**src/pteow_pkg.sv**
```systemverilog
// package: constants for the event output waveform block
package pteow_pkg;
  // ----------------------------------------------------------------------
  // register map
  // ----------------------------------------------------------------------
  localparam logic [3:0] ADDR_CTRL = 4'h0;    // enable, selector, soft reset
  localparam logic [3:0] ADDR_TIME = 4'h1;    // target time low word
  localparam logic [3:0] ADDR_PWID = 4'h2;    // pulse width
  localparam logic [3:0] ADDR_CWID = 4'h3;    // cycle or bit width
  localparam logic [3:0] ADDR_CCNT = 4'h4;    // cycle count and pattern
  localparam logic [3:0] ADDR_ITER = 4'h5;    // tail repeat count
  localparam logic [3:0] ADDR_STAT = 4'h6;    // status readback
  // control word fields
  localparam int CTRL_EN_BIT = 0;
  localparam int CTRL_NOW_BIT = 1;
  localparam int CTRL_CASC_BIT = 2;
  localparam int CTRL_TAIL_BIT = 3;
  localparam int CTRL_SRST_BIT = 4;
  localparam int CTRL_SEL_LO = 20;
  localparam int CTRL_SEL_HI = 22;
  localparam int CCNT_CNT_LO = 16;
  localparam int PAT_W = 16;
  localparam logic [2:0] SEL_RESET = 3'h0;
  localparam logic [15:0] ITER_RESET = 16'h0000;
  // ----------------------------------------------------------------------
  // waveform selector codes
  // ----------------------------------------------------------------------
  typedef enum logic [2:0] {
    WAVE_NEG_EDGE = 3'h0,
    WAVE_POS_EDGE = 3'h1,
    WAVE_NEG_PULSE = 3'h2,
    WAVE_POS_PULSE = 3'h3,
    WAVE_NEG_PERIOD = 3'h4,
    WAVE_POS_PERIOD = 3'h5,
    WAVE_PATTERN = 3'h6,
    WAVE_RESERVED = 3'h7
  } pteow_wave_t;
endpackage : pteow_pkg

```
**src/pteow_timer.sv**
```systemverilog
// module: down-counting phase timer
`timescale 1ns/100ps
`default_nettype none
module pteow_timer #(
  parameter int W = 32
) (
  // clock and reset
  input wire logic ref_clk,
  input wire logic arst_n,
  // control
  input wire logic load,
  input wire logic [W-1:0] len,
  // status
  output logic expired
);
  logic [W-1:0] cnt_reg;
  logic [W-1:0] cnt_next;

  // ----------------------------------------------------------------------
  // counter
  // ----------------------------------------------------------------------
  // a zero length still lasts one cycle
  assign cnt_next = load ? ((len == '0) ? W'(1) : len) :
                    (cnt_reg != '0) ? cnt_reg - W'(1) : cnt_reg;
  // no load term here: the caller's load decision reads this flag
  assign expired = (cnt_reg == W'(1));

  // count register
  always_ff @(posedge ref_clk or negedge arst_n) begin
    if (!arst_n) begin
      cnt_reg <= '0;
    end else begin
      cnt_reg <= cnt_next;
    end
  end
endmodule : pteow_timer
`default_nettype wire

```
**src/pteow_core.sv**
```systemverilog
// module: event output waveform generator with register port
//
// The register addresses and strobed register access were decided locally.
`timescale 1ns/100ps
`default_nettype none
// Functional notes
// - three-bit waveform selector, reset to zero, picks waveform
// - start only when enabled and target time reached
// - code 000: drive high idle to low, stay low
// - code 001: positive edge event, output stays high
// - code 010: one low pulse of pulse width, back high
// - code 011: one high pulse of pulse width, back low
// - code 100: low phase periodic, count cycles, zero runs forever
// - code 101: high phase periodic, count cycles, zero runs forever
// - code 110: 16-bit pattern MSB first, looped, bit count, zero forever
// - 16-bit tail repeat count, pattern output count plus one times
// - cascade without tail ignores repeat count, repeats forever
// - fire-now fires at once when target already past
// - soft reset stops an endless loop
module pteow_core
  import pteow_pkg::*;
#(
  parameter int TW = 32
) (
  // clock and reset
  input wire logic ref_clk,
  input wire logic arst_n,
  // register port
  input wire logic [3:0] reg_addr,
  input wire logic [31:0] reg_wdata,
  input wire logic reg_wr,
  input wire logic reg_rd,
  output logic [31:0] reg_rdata,
  // local system time
  input wire logic [TW-1:0] sys_time,
  // event output
  output logic event_out
);
  // ----------------------------------------------------------------------
  // state
  // ----------------------------------------------------------------------
  typedef enum logic [3:0] {
    ST_IDLE = 4'b0001,
    ST_ACT = 4'b0010,
    ST_REST = 4'b0100,
    ST_DONE = 4'b1000
  } pteow_state_t;

  pteow_state_t state_reg, state_next;
  logic event_output_enable_reg;
  logic now_reg;
  logic casc_reg;
  logic tail_reg;
  logic output_unit_soft_reset_reg;
  logic [2:0] sel_reg;
  logic [TW-1:0] target_reg;
  logic [31:0] pwid_reg;
  logic [31:0] cwid_reg;
  logic [15:0] ccnt_reg;
  logic [PAT_W-1:0] pat_reg;
  logic [15:0] iter_reg;
  logic [31:0] rdata_reg;
  logic out_reg, out_next;
  logic [15:0] done_cnt_reg, done_cnt_next;
  logic [3:0] bit_idx_reg, bit_idx_next;
  logic [15:0] iter_cnt_reg, iter_cnt_next;
  logic ahead_seen_reg;

  // ----------------------------------------------------------------------
  // decode
  // ----------------------------------------------------------------------
  function automatic logic idle_level(input logic [2:0] sel);
    // positive pulse and positive periodic rest low, others rest high
    idle_level = !(sel == WAVE_POS_PULSE || sel == WAVE_POS_PERIOD);
  endfunction : idle_level

  wire wr_ctrl = reg_wr && (reg_addr == ADDR_CTRL);
  wire wr_any_cfg = reg_wr && (reg_addr != ADDR_STAT);
  wire time_hit = (sys_time >= target_reg);
  wire time_eq = (sys_time == target_reg);
  // a target already behind the clock at arming fires only with fire-now
  wire time_past = (sys_time > target_reg) && now_reg;
  wire fire = event_output_enable_reg &&
              (time_eq || (time_hit && ahead_seen_reg) || time_past);
  wire is_period = (sel_reg == WAVE_NEG_PERIOD) ||
                   (sel_reg == WAVE_POS_PERIOD);
  wire is_pulse = (sel_reg == WAVE_NEG_PULSE) ||
                  (sel_reg == WAVE_POS_PULSE);
  wire is_pat = (sel_reg == WAVE_PATTERN);
  wire idle_lvl = idle_level(sel_reg);
  // repeat count only honoured on a tail unit of a chain
  wire iter_limited = casc_reg && tail_reg;
  wire count_inf = (ccnt_reg == 16'h0000);

  // ----------------------------------------------------------------------
  // arming
  // ----------------------------------------------------------------------
  // remembers that the target lay ahead while armed, so a target that the
  // clock has already passed stays quiet unless fire-now is set
  wire arm_clr = reg_wr && (reg_addr == ADDR_CTRL || reg_addr == ADDR_TIME);
  wire ahead_now = event_output_enable_reg && (sys_time < target_reg);
  wire ahead_seen_next = !arm_clr && (ahead_seen_reg || ahead_now);

  // ahead flag; any control or target write starts it afresh
  always_ff @(posedge ref_clk or negedge arst_n) begin
    if (!arst_n) begin
      ahead_seen_reg <= 1'b0;
    end else begin
      ahead_seen_reg <= ahead_seen_next;
    end
  end

  // ----------------------------------------------------------------------
  // phase timers
  // ----------------------------------------------------------------------
  logic act_load, rest_load;
  logic act_exp, rest_exp;
  logic [31:0] act_len, rest_len;

  // active phase is pulse width, or a whole bit for patterns
  assign act_len = is_pat ? cwid_reg : pwid_reg;
  // rest phase fills the cycle; cycle shorter than pulse gives one cycle
  assign rest_len = (cwid_reg > pwid_reg) ? cwid_reg - pwid_reg : 32'h1;

  pteow_timer #(.W(32)) u_act (
    .ref_clk(ref_clk),
    .arst_n(arst_n),
    .load(act_load),
    .len(act_len),
    .expired(act_exp)
  );

  pteow_timer #(.W(32)) u_rest (
    .ref_clk(ref_clk),
    .arst_n(arst_n),
    .load(rest_load),
    .len(rest_len),
    .expired(rest_exp)
  );

  // ----------------------------------------------------------------------
  // sequencer
  // ----------------------------------------------------------------------
  // next state, output level and counters
  always_comb begin
    state_next = state_reg;
    out_next = out_reg;
    done_cnt_next = done_cnt_reg;
    bit_idx_next = bit_idx_reg;
    iter_cnt_next = iter_cnt_reg;
    act_load = 1'b0;
    rest_load = 1'b0;
    case (state_reg)
      ST_IDLE: begin
        out_next = idle_lvl;
        done_cnt_next = 16'h0000;
        bit_idx_next = 4'(PAT_W - 1);
        iter_cnt_next = 16'h0000;
        if (fire) begin
          act_load = 1'b1;
          case (sel_reg)
            WAVE_NEG_EDGE: begin
              out_next = 1'b0;
              state_next = ST_DONE;
            end
            WAVE_POS_EDGE: begin
              out_next = 1'b1;
              state_next = ST_DONE;
            end
            WAVE_NEG_PULSE, WAVE_POS_PULSE: begin
              out_next = !idle_lvl;
              state_next = ST_ACT;
            end
            WAVE_NEG_PERIOD, WAVE_POS_PERIOD: begin
              out_next = !idle_lvl;
              state_next = ST_ACT;
            end
            WAVE_PATTERN: begin
              out_next = pat_reg[PAT_W-1];
              state_next = ST_ACT;
            end
            default: begin
              out_next = idle_lvl;
              state_next = ST_IDLE;
            end
          endcase
        end
      end
      ST_ACT: begin
        if (act_exp) begin
          if (is_pulse) begin
            out_next = idle_lvl;
            state_next = ST_DONE;
          end else if (is_period) begin
            out_next = idle_lvl;
            rest_load = 1'b1;
            state_next = ST_REST;
          end else if (is_pat) begin
            // one bit done; count bits and whole pattern passes
            done_cnt_next = done_cnt_reg + 16'h1;
            bit_idx_next = bit_idx_reg - 4'h1;
            if (bit_idx_reg == 4'h0) begin
              iter_cnt_next = iter_cnt_reg + 16'h1;
            end
            if ((!count_inf && done_cnt_next == ccnt_reg) ||
                (iter_limited && bit_idx_reg == 4'h0 &&
                 iter_cnt_reg == iter_reg)) begin
              state_next = ST_DONE;
            end else begin
              out_next = pat_reg[bit_idx_next];
              act_load = 1'b1;
            end
          end else begin
            state_next = ST_DONE;
          end
        end
      end
      ST_REST: begin
        if (rest_exp) begin
          done_cnt_next = done_cnt_reg + 16'h1;
          if (!count_inf && done_cnt_next == ccnt_reg) begin
            state_next = ST_DONE;
          end else begin
            out_next = !idle_lvl;
            act_load = 1'b1;
            state_next = ST_ACT;
          end
        end
      end
      ST_DONE: begin
        // hold final level until software reconfigures
        out_next = out_reg;
      end
      default: begin
        state_next = ST_IDLE;
      end
    endcase
    // soft reset or a new control write drops back to idle
    if (output_unit_soft_reset_reg || wr_ctrl) begin
      state_next = ST_IDLE;
    end
  end

  // sequencer registers
  always_ff @(posedge ref_clk or negedge arst_n) begin
    if (!arst_n) begin
      state_reg <= ST_IDLE;
      out_reg <= 1'b1;
      done_cnt_reg <= 16'h0000;
      bit_idx_reg <= 4'hF;
      iter_cnt_reg <= 16'h0000;
    end else begin
      state_reg <= state_next;
      out_reg <= out_next;
      done_cnt_reg <= done_cnt_next;
      bit_idx_reg <= bit_idx_next;
      iter_cnt_reg <= iter_cnt_next;
    end
  end

  assign event_out = out_reg;

  // ----------------------------------------------------------------------
  // configuration registers
  // ----------------------------------------------------------------------
  // soft reset is self-clearing after one cycle
  always_ff @(posedge ref_clk or negedge arst_n) begin
    if (!arst_n) begin
      event_output_enable_reg <= 1'b0;
      now_reg <= 1'b0;
      casc_reg <= 1'b0;
      tail_reg <= 1'b0;
      output_unit_soft_reset_reg <= 1'b0;
      sel_reg <= SEL_RESET;
      target_reg <= '0;
      pwid_reg <= 32'h0;
      cwid_reg <= 32'h0;
      ccnt_reg <= 16'h0000;
      pat_reg <= '0;
      iter_reg <= ITER_RESET;
    end else begin
      output_unit_soft_reset_reg <= 1'b0;
      if (wr_any_cfg) begin
        case (reg_addr)
          ADDR_CTRL: begin
            event_output_enable_reg <= reg_wdata[CTRL_EN_BIT];
            now_reg <= reg_wdata[CTRL_NOW_BIT];
            casc_reg <= reg_wdata[CTRL_CASC_BIT];
            tail_reg <= reg_wdata[CTRL_TAIL_BIT];
            output_unit_soft_reset_reg <= reg_wdata[CTRL_SRST_BIT];
            sel_reg <= reg_wdata[CTRL_SEL_HI:CTRL_SEL_LO];
          end
          ADDR_TIME: target_reg <= reg_wdata[TW-1:0];
          ADDR_PWID: pwid_reg <= reg_wdata;
          ADDR_CWID: cwid_reg <= reg_wdata;
          ADDR_CCNT: begin
            ccnt_reg <= reg_wdata[31:CCNT_CNT_LO];
            pat_reg <= reg_wdata[PAT_W-1:0];
          end
          ADDR_ITER: iter_reg <= reg_wdata[15:0];
          default: begin
            pat_reg <= pat_reg;
          end
        endcase
      end
    end
  end

  // ----------------------------------------------------------------------
  // read port
  // ----------------------------------------------------------------------
  logic [31:0] rd_mux;
  // unmapped addresses read zero
  always_comb begin
    rd_mux = 32'h0;
    case (reg_addr)
      ADDR_CTRL: begin
        rd_mux[CTRL_EN_BIT] = event_output_enable_reg;
        rd_mux[CTRL_NOW_BIT] = now_reg;
        rd_mux[CTRL_CASC_BIT] = casc_reg;
        rd_mux[CTRL_TAIL_BIT] = tail_reg;
        rd_mux[CTRL_SEL_HI:CTRL_SEL_LO] = sel_reg;
      end
      ADDR_TIME: rd_mux[TW-1:0] = target_reg;
      ADDR_PWID: rd_mux = pwid_reg;
      ADDR_CWID: rd_mux = cwid_reg;
      ADDR_CCNT: rd_mux = {ccnt_reg, pat_reg};
      ADDR_ITER: rd_mux[15:0] = iter_reg;
      ADDR_STAT: rd_mux = {11'h0, out_reg, state_reg, done_cnt_reg};
      default: rd_mux = 32'h0;
    endcase
  end

  // read data stands only in the cycle after the strobe
  always_ff @(posedge ref_clk or negedge arst_n) begin
    if (!arst_n) begin
      rdata_reg <= 32'h0;
    end else begin
      rdata_reg <= reg_rd ? rd_mux : 32'h0;
    end
  end

  assign reg_rdata = rdata_reg;
endmodule : pteow_core
`default_nettype wire

```
**config.mk**
```make
export PLATFORM = sky130hd
export DESIGN_NAME = pteow_core
export DESIGN_NICKNAME = d
export VERILOG_FILES = /design/src/pteow_pkg.sv /design/src/pteow_timer.sv /design/src/pteow_core.sv
export SDC_FILE = /design/constraint.sdc
export NUM_CORES = 1
export LEC_CHECK = 0
export BUFFER_PORTS_ARGS = -buffer_cell sky130_fd_sc_hd__buf_4
export CAP_MARGIN = 30
export CELL_PAD_IN_SITES_DETAIL_PLACEMENT = 1
export CELL_PAD_IN_SITES_GLOBAL_PLACEMENT = 1
export CORE_MARGIN = 10
export CORE_UTILIZATION = 53
export DETAILED_ROUTE_END_ITERATION = 8
export GPL_TIMING_DRIVEN = 0
export PLACE_DENSITY_LB_ADDON = 0.1
export SYNTH_ARGS = -nofsm -noshare
export SYNTH_HDL_FRONTEND = slang
export SYNTH_SLANG_ARGS = --single-unit
```
**constraint.sdc**
```tcl
create_clock -name ref_clk -period 8.35 [get_ports ref_clk]
set_input_delay 0.4175 -clock ref_clk [delete_from_list [all_inputs] [get_ports ref_clk]]
set_output_delay 0.4175 -clock ref_clk [all_outputs]
set_load 0.005 [all_outputs]
```
==> flow_summary.json, run 1 <==
{
  "grt_pass1_vias": 16770,
  "crit_chain": "clkbuf_1 > nand3_1 > nor4_1 > mux2_2 > mux2i_1 > a21oi_1 > nor4_4 > nor2_1 > a311oi_4 > buf_6 > mux2i_1",
  "rsz0062_at_grt": "false",
  "synth_edf_count": 0,
  "worst_pin_slew_ns": 0.934,
  "ir_worst_vdd_mv": 0.183,
  "pwr-share-comb_pct": 35.4,
  "worstSetupPathType": "reg2reg",
  "initial_utilization_pct": 53.9,
  "grt_antenna_before_repair": 2,
  "crit_family": "simple AND/OR/NAND/NOR gates",
  "clk_pin_slew_worst_paths_ns": 0.07,
  "yosysSeqAreaShare_pct": 41.2,
  "dpl.hpwl_um": 49500,
  "clk_latency_ns": 0.58,
  "syn_area_um2": 17600,
  "hold_path_class": "in2reg",
  "overflow": 0,
  "cts_htree_levels": 1,
  "fin_nets": 2045,
  "vias": 15627,
  "nFillCells": 3638,
  "period_needed_ns": 4.19,
  "core_um2": 32700,
  "drt_iter0_drc": 1348,
  "postPlaceCellArea_um2": 19100,
  "timing.critical_path.mode_cell": "mux2i_1",
  "syn-instance-count": 1757,
  "postCtsSetupRepairBufs": 0,
  "hold_viol": 0,
  "fin_worst_skew_ns": 0.0185,
  "crit_required_ns": 8.83,
  "routed_wl_um": 66500,
  "async_reset_ff_share_pct": 100,
  "ios": 105,
  "drv_cap": 0,
  "sequentialPowerShare_pct": 37.5,
  "endpoint_kind": "flop",
  "port_buffers": 102,
  "synth_top_flop_cell": "dfrtp_1",
  "power-per-cell-area_nw_per_um2": 278,
  "syn_avg_cell_area_um2": 10.0,
  "drt_drc_violations_left": 0,
  "yosysWarnings": 0,
  "finalInstanceArea_um2": 20200,
  "cts-resized-gates": 0,
  "ys_seq_elements": 290,
  "cpMaxStageDelayCell": "a311oi_4",
  "setup_viol": 0,
  "syn_nets": 1902,
  "relSlewSlack_pct": 37.8,
  "viasPerCell": 6.60,
  "outcome": "complete, no violations",
  "setup_ws_ns": 4.16,
  "ant_nets": 0,
  "antenna_cells": 0,
  "fin_crit_sh_pct": 50.2,
  "cp.arrival_ns": 4.67,
  "grt_max_degree": 104,
  "p_sw_mw": 2.21,
  "dieArea_um2": 40900,
  "routedWlPerCell_um": 28.1,
  "cp_num_buf_inv": 2,
  "cp_max_fo": 10,
  "cts_sinks": 290,
  "gp_congestion": 0.963,
  "pre_cts_ws_ns": 4.33,
  "rows": 66,
  "fmax_ghz": 0.238,
  "power.leakage_nw": 9.12,
  "clockBufferDepth": 3,
  "area_growth_pct": 14.4,
  "grt_pass1_wl_um": 102000,
  "cts_tree": "yes",
  "startpoint_type": "flop",
  "swShare_pct": 39.4,
  "drive_gt1_share_pct": 18.5,
  "dieHeight_um": 202,
  "hold_buffers": 1,
  "finalSetupTns_ns": 0,
  "p_clk_share_pct": 27.1,
  "slew_viol_final": 0,
  "clockRootBuffer": "clkbuf_16",
  "track_usage_pct": 31.7,
  "synth.distinct_cells": 74,
  "cts_made_buffers": 31,
  "die_w_um": 202,
  "intPower_mw": 3.40,
  "drtPass1Iterations": 5,
  "crit_path_max_incr_delay_ns": 0.66,
  "p_total_mw": 5.61
}
==> layer usage <==
layer / global-route usage [%] / share of wire, %
met1: 38.2 / 39
met2: 54.3 / 49
met3: 6.56 / 7.6
met4: 12.3 / 4.1
met5: 0 / 0.041
==> metrics by stage <==
step,utilization (%),instances,hold slack [ns]
floorplan,-,1757,0.122
global placement,57.9,2301,0.506
detailed placement,58.3,2308,0.487
CTS,61.7,2366,0.112
global route,61.7,2366,0.116
finish,61.7,2366,0.121
==> power groups by stage <==
stage	Combinational, mW	Sequential [mW]	Clock [mW]
floorplan	1.38	1.90	0
global placement	1.84	2.07	0
detailed placement	1.93	2.09	0
CTS	1.96	2.08	1.52
global route	2.17	2.12	1.57
finish	1.98	2.11	1.52
==> layout make-up <==
class                      count  area, µm²  area share, %
timing repair buffer         110        882           4.37
clock inverter                14        204           1.01
sequential                   290       7260           36.0
inverter                      86        323           1.60
buffer                        82        334           1.66
tap                          442        553           2.74
clock buffer                  43        901           4.47
multi-input combinational   1299       9710           48.1
==> cell usage after synthesis, drive strengths merged (16+ instances only) <==
| library cell | instances | area share, % |
|---|---|---|
| nor3 | 41 | 1.2 |
| o21ai | 66 | 1.9 |
| a22oi | 73 | 3.1 |
| nand3 | 39 | 1.1 |
| xnor2 | 70 | 3.5 |
| ha | 72 | 5.1 |
| dfrtp | 284 | 40 |
| nand4 | 20 | 0.80 |
| clkbuf | 71 | 1.5 |
| and3 | 16 | 0.57 |
| nor4 | 43 | 1.8 |
| xor2 | 65 | 3.2 |
| nor2 | 91 | 1.9 |
| inv | 86 | 1.8 |
| a31oi | 28 | 0.99 |
| a21oi | 73 | 2.1 |
| mux2i | 76 | 4.3 |
| nand2 | 137 | 2.9 |
| o22ai | 23 | 0.82 |
| mux2 | 155 | 9.9 |
==> cells by family after synthesis <==
group / share of synthesized area (%)
buf+inv: 3.73
compound gates: 14.3
mux: 14.7
xor+xnor: 6.71
fa+ha+maj: 5.23
flops: 41.2
simple gates: 14.1
==> final timing paths <==
kind	from	to	slack [ns]	depth (start not counted)
hold / removal	reg_wdata[9]	cwid_reg[9]	0.12	2
min in group asynchronous	arst_n	ccnt_reg[11]	0.43	2
setup reg to reg	done_cnt_reg[2]	u_act.cnt_reg[30]	4.16	11
setup / recovery	done_cnt_reg[2]	u_act.cnt_reg[30]	4.16	11
max in group asynchronous	arst_n	u_rest.cnt_reg[18]	6.96	3
hold reg to reg	event_out	event_out	0.52	2
==> cells in the final DEF, fill, tap and decap left out, drive strengths merged, types with 8 or more instances in the layout <==
cell / count
a211oi: 10
a21o: 14
a21oi: 73
a22oi: 73
a31oi: 28
and3: 16
and4: 9
buf: 119
clkbuf: 114
dfrtp: 284
ha: 72
inv: 86
mux2: 155
mux2i: 76
nand2: 137
nand2b: 14
nand3: 39
nand4: 20
nor2: 91
nor3: 41
nor4: 43
nor4b: 8
o211ai: 12
o21a: 10
o21ai: 66
o22ai: 23
o31ai: 15
or2: 10
or3: 13
or4: 13
xnor2: 70
xor2: 65
(Power assumes the default switching activity.)
==> run 2, diff against run 1 <==
--- a/config.mk
+++ b/config.mk
@@ -10,7 +10,7 @@
 export CELL_PAD_IN_SITES_DETAIL_PLACEMENT = 1
 export CELL_PAD_IN_SITES_GLOBAL_PLACEMENT = 1
 export CORE_MARGIN = 10
-export CORE_UTILIZATION = 53
+export CORE_UTILIZATION = 49
 export DETAILED_ROUTE_END_ITERATION = 8
 export GPL_TIMING_DRIVEN = 0
 export PLACE_DENSITY_LB_ADDON = 0.1
==> constraint.sdc (replaced) <==
create_clock -name ref_clk -period 3.9 [get_ports ref_clk]
set_input_delay 0.195 -clock ref_clk [delete_from_list [all_inputs] [get_ports ref_clk]]
set_output_delay 0.195 -clock ref_clk [all_outputs]
set_load 0.005 [all_outputs]
==> run 2 against run 1 <==
- count of clock-buffer cells in the layout rose by 3
- maximum frequency rose by 12%
- combinational power rose by 120%
- critical path depth fell by 1
- via count fell by 2.1%
- first-iteration DRC count fell by 5.7%
- non-clock buffer count rose by 39
- critical path type unchanged
- critical endpoint is now done_cnt_reg[15]
- largest cell class unchanged
- highest routed layer is now met4
==> flow_summary.json, run 2 (same netlist as run 1, synthesis figures left out) <==
{
  "outcome": "complete, no violations",
  "fmax_ghz": 0.266,
  "drv_cap": 0,
  "crit_path_max_incr_delay_ns": 0.54,
  "track_usage_pct": 28.7,
  "slew_viol_final": 0,
  "area_growth_pct": 17.4,
  "nFillCells": 3880,
  "dieHeight_um": 210,
  "overflow": 0,
  "gp_congestion": 0.924,
  "ir_worst_vdd_mv": 0.332,
  "fin_nets": 2087,
  "multi_input_area_um2": 9750,
  "reg2reg_from": "u_rest.cnt_reg[5]",
  "clockRootBuffer": "clkbuf_16",
  "viasPerCell": 6.30,
  "drive_gt1_share_pct": 19.0,
  "p_total_mw": 12.1,
  "cts_htree_levels": 2,
  "power.leakage_nw": 9.37,
  "cp_num_buf_inv": 2,
  "vias": 15294,
  "cp.arrival_ns": 4.20,
  "cp_max_fo": 10,
  "fin_worst_skew_ns": 0.0234,
  "grt_max_degree": 123,
  "clk_latency_ns": 0.56,
  "power-per-cell-area_nw_per_um2": 585,
  "worstReg2RegEnd": "done_cnt_reg[15]",
  "worstSetupPathType": "reg2reg",
  "crit_cells": 10,
  "rows": 69,
  "relSlewSlack_pct": 40.6,
  "drt_drc_violations_left": 0,
  "hold_path_class": "in2reg",
  "clockBufferDepth": 3,
  "setup_ws_ns": 0.146,
  "core_um2": 35600,
  "antenna_cells": 0,
  "ant_nets": 0,
  "seqCellArea_um2": 7260,
  "port_buffers": 102,
  "drt_iter0_drc": 1271,
  "grt_antenna_before_repair": 1,
  "crit_required_ns": 4.35,
  "fin_crit_sh_pct": 96.3,
  "cts_made_buffers": 34,
  "r2r_slack_ns": 0.15,
  "crit_path_start": "u_rest.cnt_reg[5]",
  "crit_chain": "or4_1 > buf_2 > nor4_4 > nand2_1 > or3_1 > a221o_1 > a21o_1 > nand2b_1 > clkbuf_1 > o41ai_1",
  "final_cell_mix": "dfrtp_1 (284), mux2_2 (154), nand2_1 (137)",
  "cts_tree": "yes",
  "startpoint_type": "flop",
  "pre_cts_ws_ns": -0.311,
  "cts_sinks": 290,
  "layout_commonest_cell": "dfrtp_1",
  "routedWlPerCell_um": 26.4,
  "grt_pass1_wl_um": 97900,
  "setup_viol": 0,
  "rsz0062_at_grt": "false",
  "worst_pin_slew_ns": 0.891,
  "endpoint_kind": "flop",
  "period_needed_ns": 3.75,
  "hold_viol": 0,
  "grt_pass1_vias": 16094,
  "finalSetupTns_ns": 0,
  "drtPass1Iterations": 5,
  "routed_wl_um": 64200,
  "ios": 105,
  "initial_utilization_pct": 49.5,
  "die_w_um": 210,
  "worstRegToRegCells": 10,
  "clk_pin_slew_worst_paths_ns": 0.06,
  "crit_family": "simple AND/OR/NAND/NOR gates",
  "dieArea_um2": 44000,
  "cpMaxStageDelayCell": "or3_1",
  "dpl.hpwl_um": 48700,
  "endpoint": "done_cnt_reg[15]",
  "final_util_pct": 58.2
}
-- run 2: cell types whose count changed in the layout (fill, tap and decap cells not counted), sizes merged --
cell and delta:
buf +7, clkinvlp -2, clkbuf +3, dlygate4sd3 +33, clkdlybuf4s18 -1, bufinv -2, clkinv +4
-- run 2: timing repair --
item                                   4_1_cts  5_1_grt
gates resized for setup                      3        7
setup endpoints to repair                   40       58
hold buffers                                34        0
buffers inserted                             1        6
pin swaps                                    1        3
endpoints found under the hold margin      231        0
-- run 2: power by group --
part / switching (mW) / leakage (nW) / internal (mW) / total [mW]
registers: 0.848 / 3.71 / 3.59 / 4.44
clock network: 1.36 / 0.584 / 2.00 / 3.36
logic: 2.50 / 5.09 / 1.81 / 4.31
-- run 2: worst min-delay path by stage --
stage | startpoint | endpoint | slack, ns | cells after the start
final | reg_wr | ahead_seen_reg | 0.07 | 3
after floorplan | arst_n | ahead_seen_reg | -0.10 | 0
after global placement | reg_wdata[24] | target_reg[24] | 0.46 | 2
after detailed placement | arst_n | target_reg[17] | 0.21 | 1
after CTS | reg_wr | ahead_seen_reg | 0.05 | 3
after global routing | reg_wr | ahead_seen_reg | 0.09 | 3
-- run 2: worst min-delay path: cells and delay by family --
| kind | cells | cell delay [ns] |
|---|---|---|
| simple gates | 1 | 0.18 |
| buf+inv | 1 | 0.13 |
| compound gates | 1 | 0.08 |
-- run 2: layout make-up --
type | count | area share, %
plain buffers | 81 | 1.61
clock buffers | 46 | 4.82
clock inverters | 14 | 0.829
inverters | 86 | 1.56
multi-input cells | 1299 | 47.1
flip-flops and latches | 290 | 35.1
well taps | 461 | 2.79
repair buffers | 150 | 6.14
-- run 2: per-layer routing --
metal  up-vias  wire length [µm]  track usage, %
li1       6834                 -               -
met1      7839             26800            36.4
met2       491             31200            47.8
met3       130              3660            4.54
met4         0              2580            12.0
met5         -                 0               0
-- run 2: per-stage QoR --
stage / instance area, µm² / std cells / hold WS [ns]
global route: 20700 / 2427 / 0.0858
global placement: 19000 / 2320 / 0.461
CTS: 20600 / 2421 / 0.0479
floorplan: 17600 / 1757 / -0.101
finish: 20700 / 2427 / 0.0748
detailed placement: 19100 / 2326 / 0.213
==> run 3, diff against run 2 <==
--- a/config.mk
+++ b/config.mk
@@ -10,7 +10,7 @@
 export CELL_PAD_IN_SITES_DETAIL_PLACEMENT = 1
 export CELL_PAD_IN_SITES_GLOBAL_PLACEMENT = 1
 export CORE_MARGIN = 10
-export CORE_UTILIZATION = 49
+export CORE_UTILIZATION = 45
 export DETAILED_ROUTE_END_ITERATION = 8
 export GPL_TIMING_DRIVEN = 0
 export PLACE_DENSITY_LB_ADDON = 0.1
==> run 3 against run 2 <==
- sequential cell count unchanged
- first-iteration DRC count decreased by 10%
- highest routed layer unchanged
- die area increased by 8.0%
- cell count increased by 2.4%
- hold slack got worse by 0.044 ns
- largest cell class unchanged
- via count decreased by 0.13%
==> flow_summary.json, run 3 (same netlist as run 1, synthesis figures left out) <==
{
  "outcome": "complete, no violations",
  "cts_tree": "yes",
  "rows": 72,
  "ir_worst_vdd_mv": 0.344,
  "track_usage_pct": 27.2,
  "setup_viol": 0,
  "viasPerCell": 6.15,
  "clockBufferDepth": 3,
  "cp.arrival_ns": 4.17,
  "final_util_pct": 54.1,
  "grt_max_degree": 87,
  "hold_viol": 0,
  "layout_commonest_cell": "dfrtp_1",
  "clk_pin_slew_worst_paths_ns": 0.06,
  "ant_nets": 0,
  "cts_made_buffers": 35,
  "cp_max_fo": 6,
  "drtPass1Iterations": 5,
  "finalSetupTns_ns": 0,
  "dieHeight_um": 218,
  "fmax_ghz": 0.271,
  "fin_worst_skew_ns": 0.0218,
  "placed_cells": 2385,
  "cts_htree_levels": 2,
  "port_buffers": 102,
  "drt_iter0_drc": 1143,
  "crit_required_ns": 4.37,
  "clk_latency_ns": 0.56,
  "core_um2": 38600,
  "worstSetupPathType": "reg2reg",
  "power.leakage_nw": 9.43,
  "worst_pin_slew_ns": 0.932,
  "period_needed_ns": 3.70,
  "drt_drc_violations_left": 0,
  "endpoint_kind": "flop",
  "drv_cap": 0,
  "startpoint_type": "flop",
  "fin_crit_sh_pct": 94.8,
  "cts_sinks": 290,
  "power-per-cell-area_nw_per_um2": 594,
  "antenna_cells": 0,
  "holdWs_ns": 0.0310,
  "die_w_um": 218,
  "final_cell_count_no_fill": 2485,
  "vias": 15274,
  "grt_antenna_before_repair": 2,
  "r2r_slack_ns": 0.20,
  "routedWlPerCell_um": 26.1,
  "fin_nets": 2086,
  "final_cell_mix": "dfrtp_1 (284), mux2_2 (154), nand2_1 (136)",
  "drive_gt1_share_pct": 19.4,
  "initial_utilization_pct": 45.6,
  "overflow": 0,
  "hold_path_class": "in2reg",
  "routed_wl_um": 64800,
  "grt_pass1_wl_um": 99700,
  "rsz0062_at_grt": "true",
  "relSlewSlack_pct": 37.9,
  "slew_viol_final": 0,
  "gp_congestion": 0.923,
  "clockRootBuffer": "clkbuf_16",
  "dieArea_um2": 47500,
  "area_growth_pct": 18.7,
  "grt_pass1_vias": 16189,
  "ios": 105,
  "dpl.hpwl_um": 49900
}
==> run 3: changes by cell type in the layout (fill, tap and decap cells not counted), moves of 2 or more <==
cell        delta
clkbuf_8       -3
clkinv_4       +2
bufinv_16      +5
clkinv_2       -4
clkinvlp_4     +2
clkbuf_1       -2
==> run 3: worst max-delay path, cell delays in order, from the launching register on <==
cell and delay (ns):
dfrtp_1 0.42, or4_1 0.51, buf_2 0.17, nor4_4 0.30
nand2_1 0.11, or3_1 0.53, a221o_1 0.50, or3_1 0.40
a211oi_1 0.45, a32o_1 0.24
==> run 3: power breakdown <==
part	switching, mW	total (mW)	internal [mW]	leakage [nW]
registers	0.843	4.43	3.59	3.71
clock network	1.39	3.72	2.33	0.636
logic	2.48	4.28	1.80	5.09
==> run 3: stage by stage <==
stage          instance area (µm²)  worst slack (ns)  power [mW]
6_report                     20900             0.203        12.4
2_1_floorplan                17600             0.654        7.03
5_1_grt                      20900          -0.00124        13.1
3_3_place_gp                 19000            -0.116        8.40
3_5_place_dp                 19200            -0.168        8.57
4_1_cts                      20900           0.00101        12.4
==> run 3: path summary, 6_finish.rpt <==
kind	cells past startpoint	end	startpoint
max	9	state_reg[1]	u_rest.cnt_reg[5]
min	3	ahead_seen_reg	reg_addr[1]
max reg2reg	9	state_reg[1]	u_rest.cnt_reg[5]
min reg2reg	1	pat_reg[3]	pat_reg[3]
max in group asynchronous	4	u_act.cnt_reg[11]	arst_n
min in group asynchronous	2	target_reg[19]	arst_n
==> run 3: timing repair <==
action                                 4_1_cts  5_1_grt
setup buffers                                1        5
hold buffers                                33        0
endpoints found under the hold margin      209        0
resized for setup                            6        9
cloned                                       0        0
pin swaps                                    1        3
setup endpoints to repair                   52       56
==> run 3: layer usage <==
metal  track usage, %  up-vias  wire (µm)
li1                 -     6835          -
met1             34.9     7881      27500
met2             45.9      455      32100
met3             3.91      103       3180
met4             9.63        0       2080
met5                0        -          0
==> run 3: final cells by class <==
cell class | instances | area (µm²)
timing repair buffer | 149 | 1280
inverter | 86 | 323
clock buffer | 44 | 981
buffer | 80 | 330
tap | 518 | 648
sequential | 290 | 7260
fill | 4311 | 17700
multi-input combinational | 1299 | 9770
clock inverter | 19 | 327
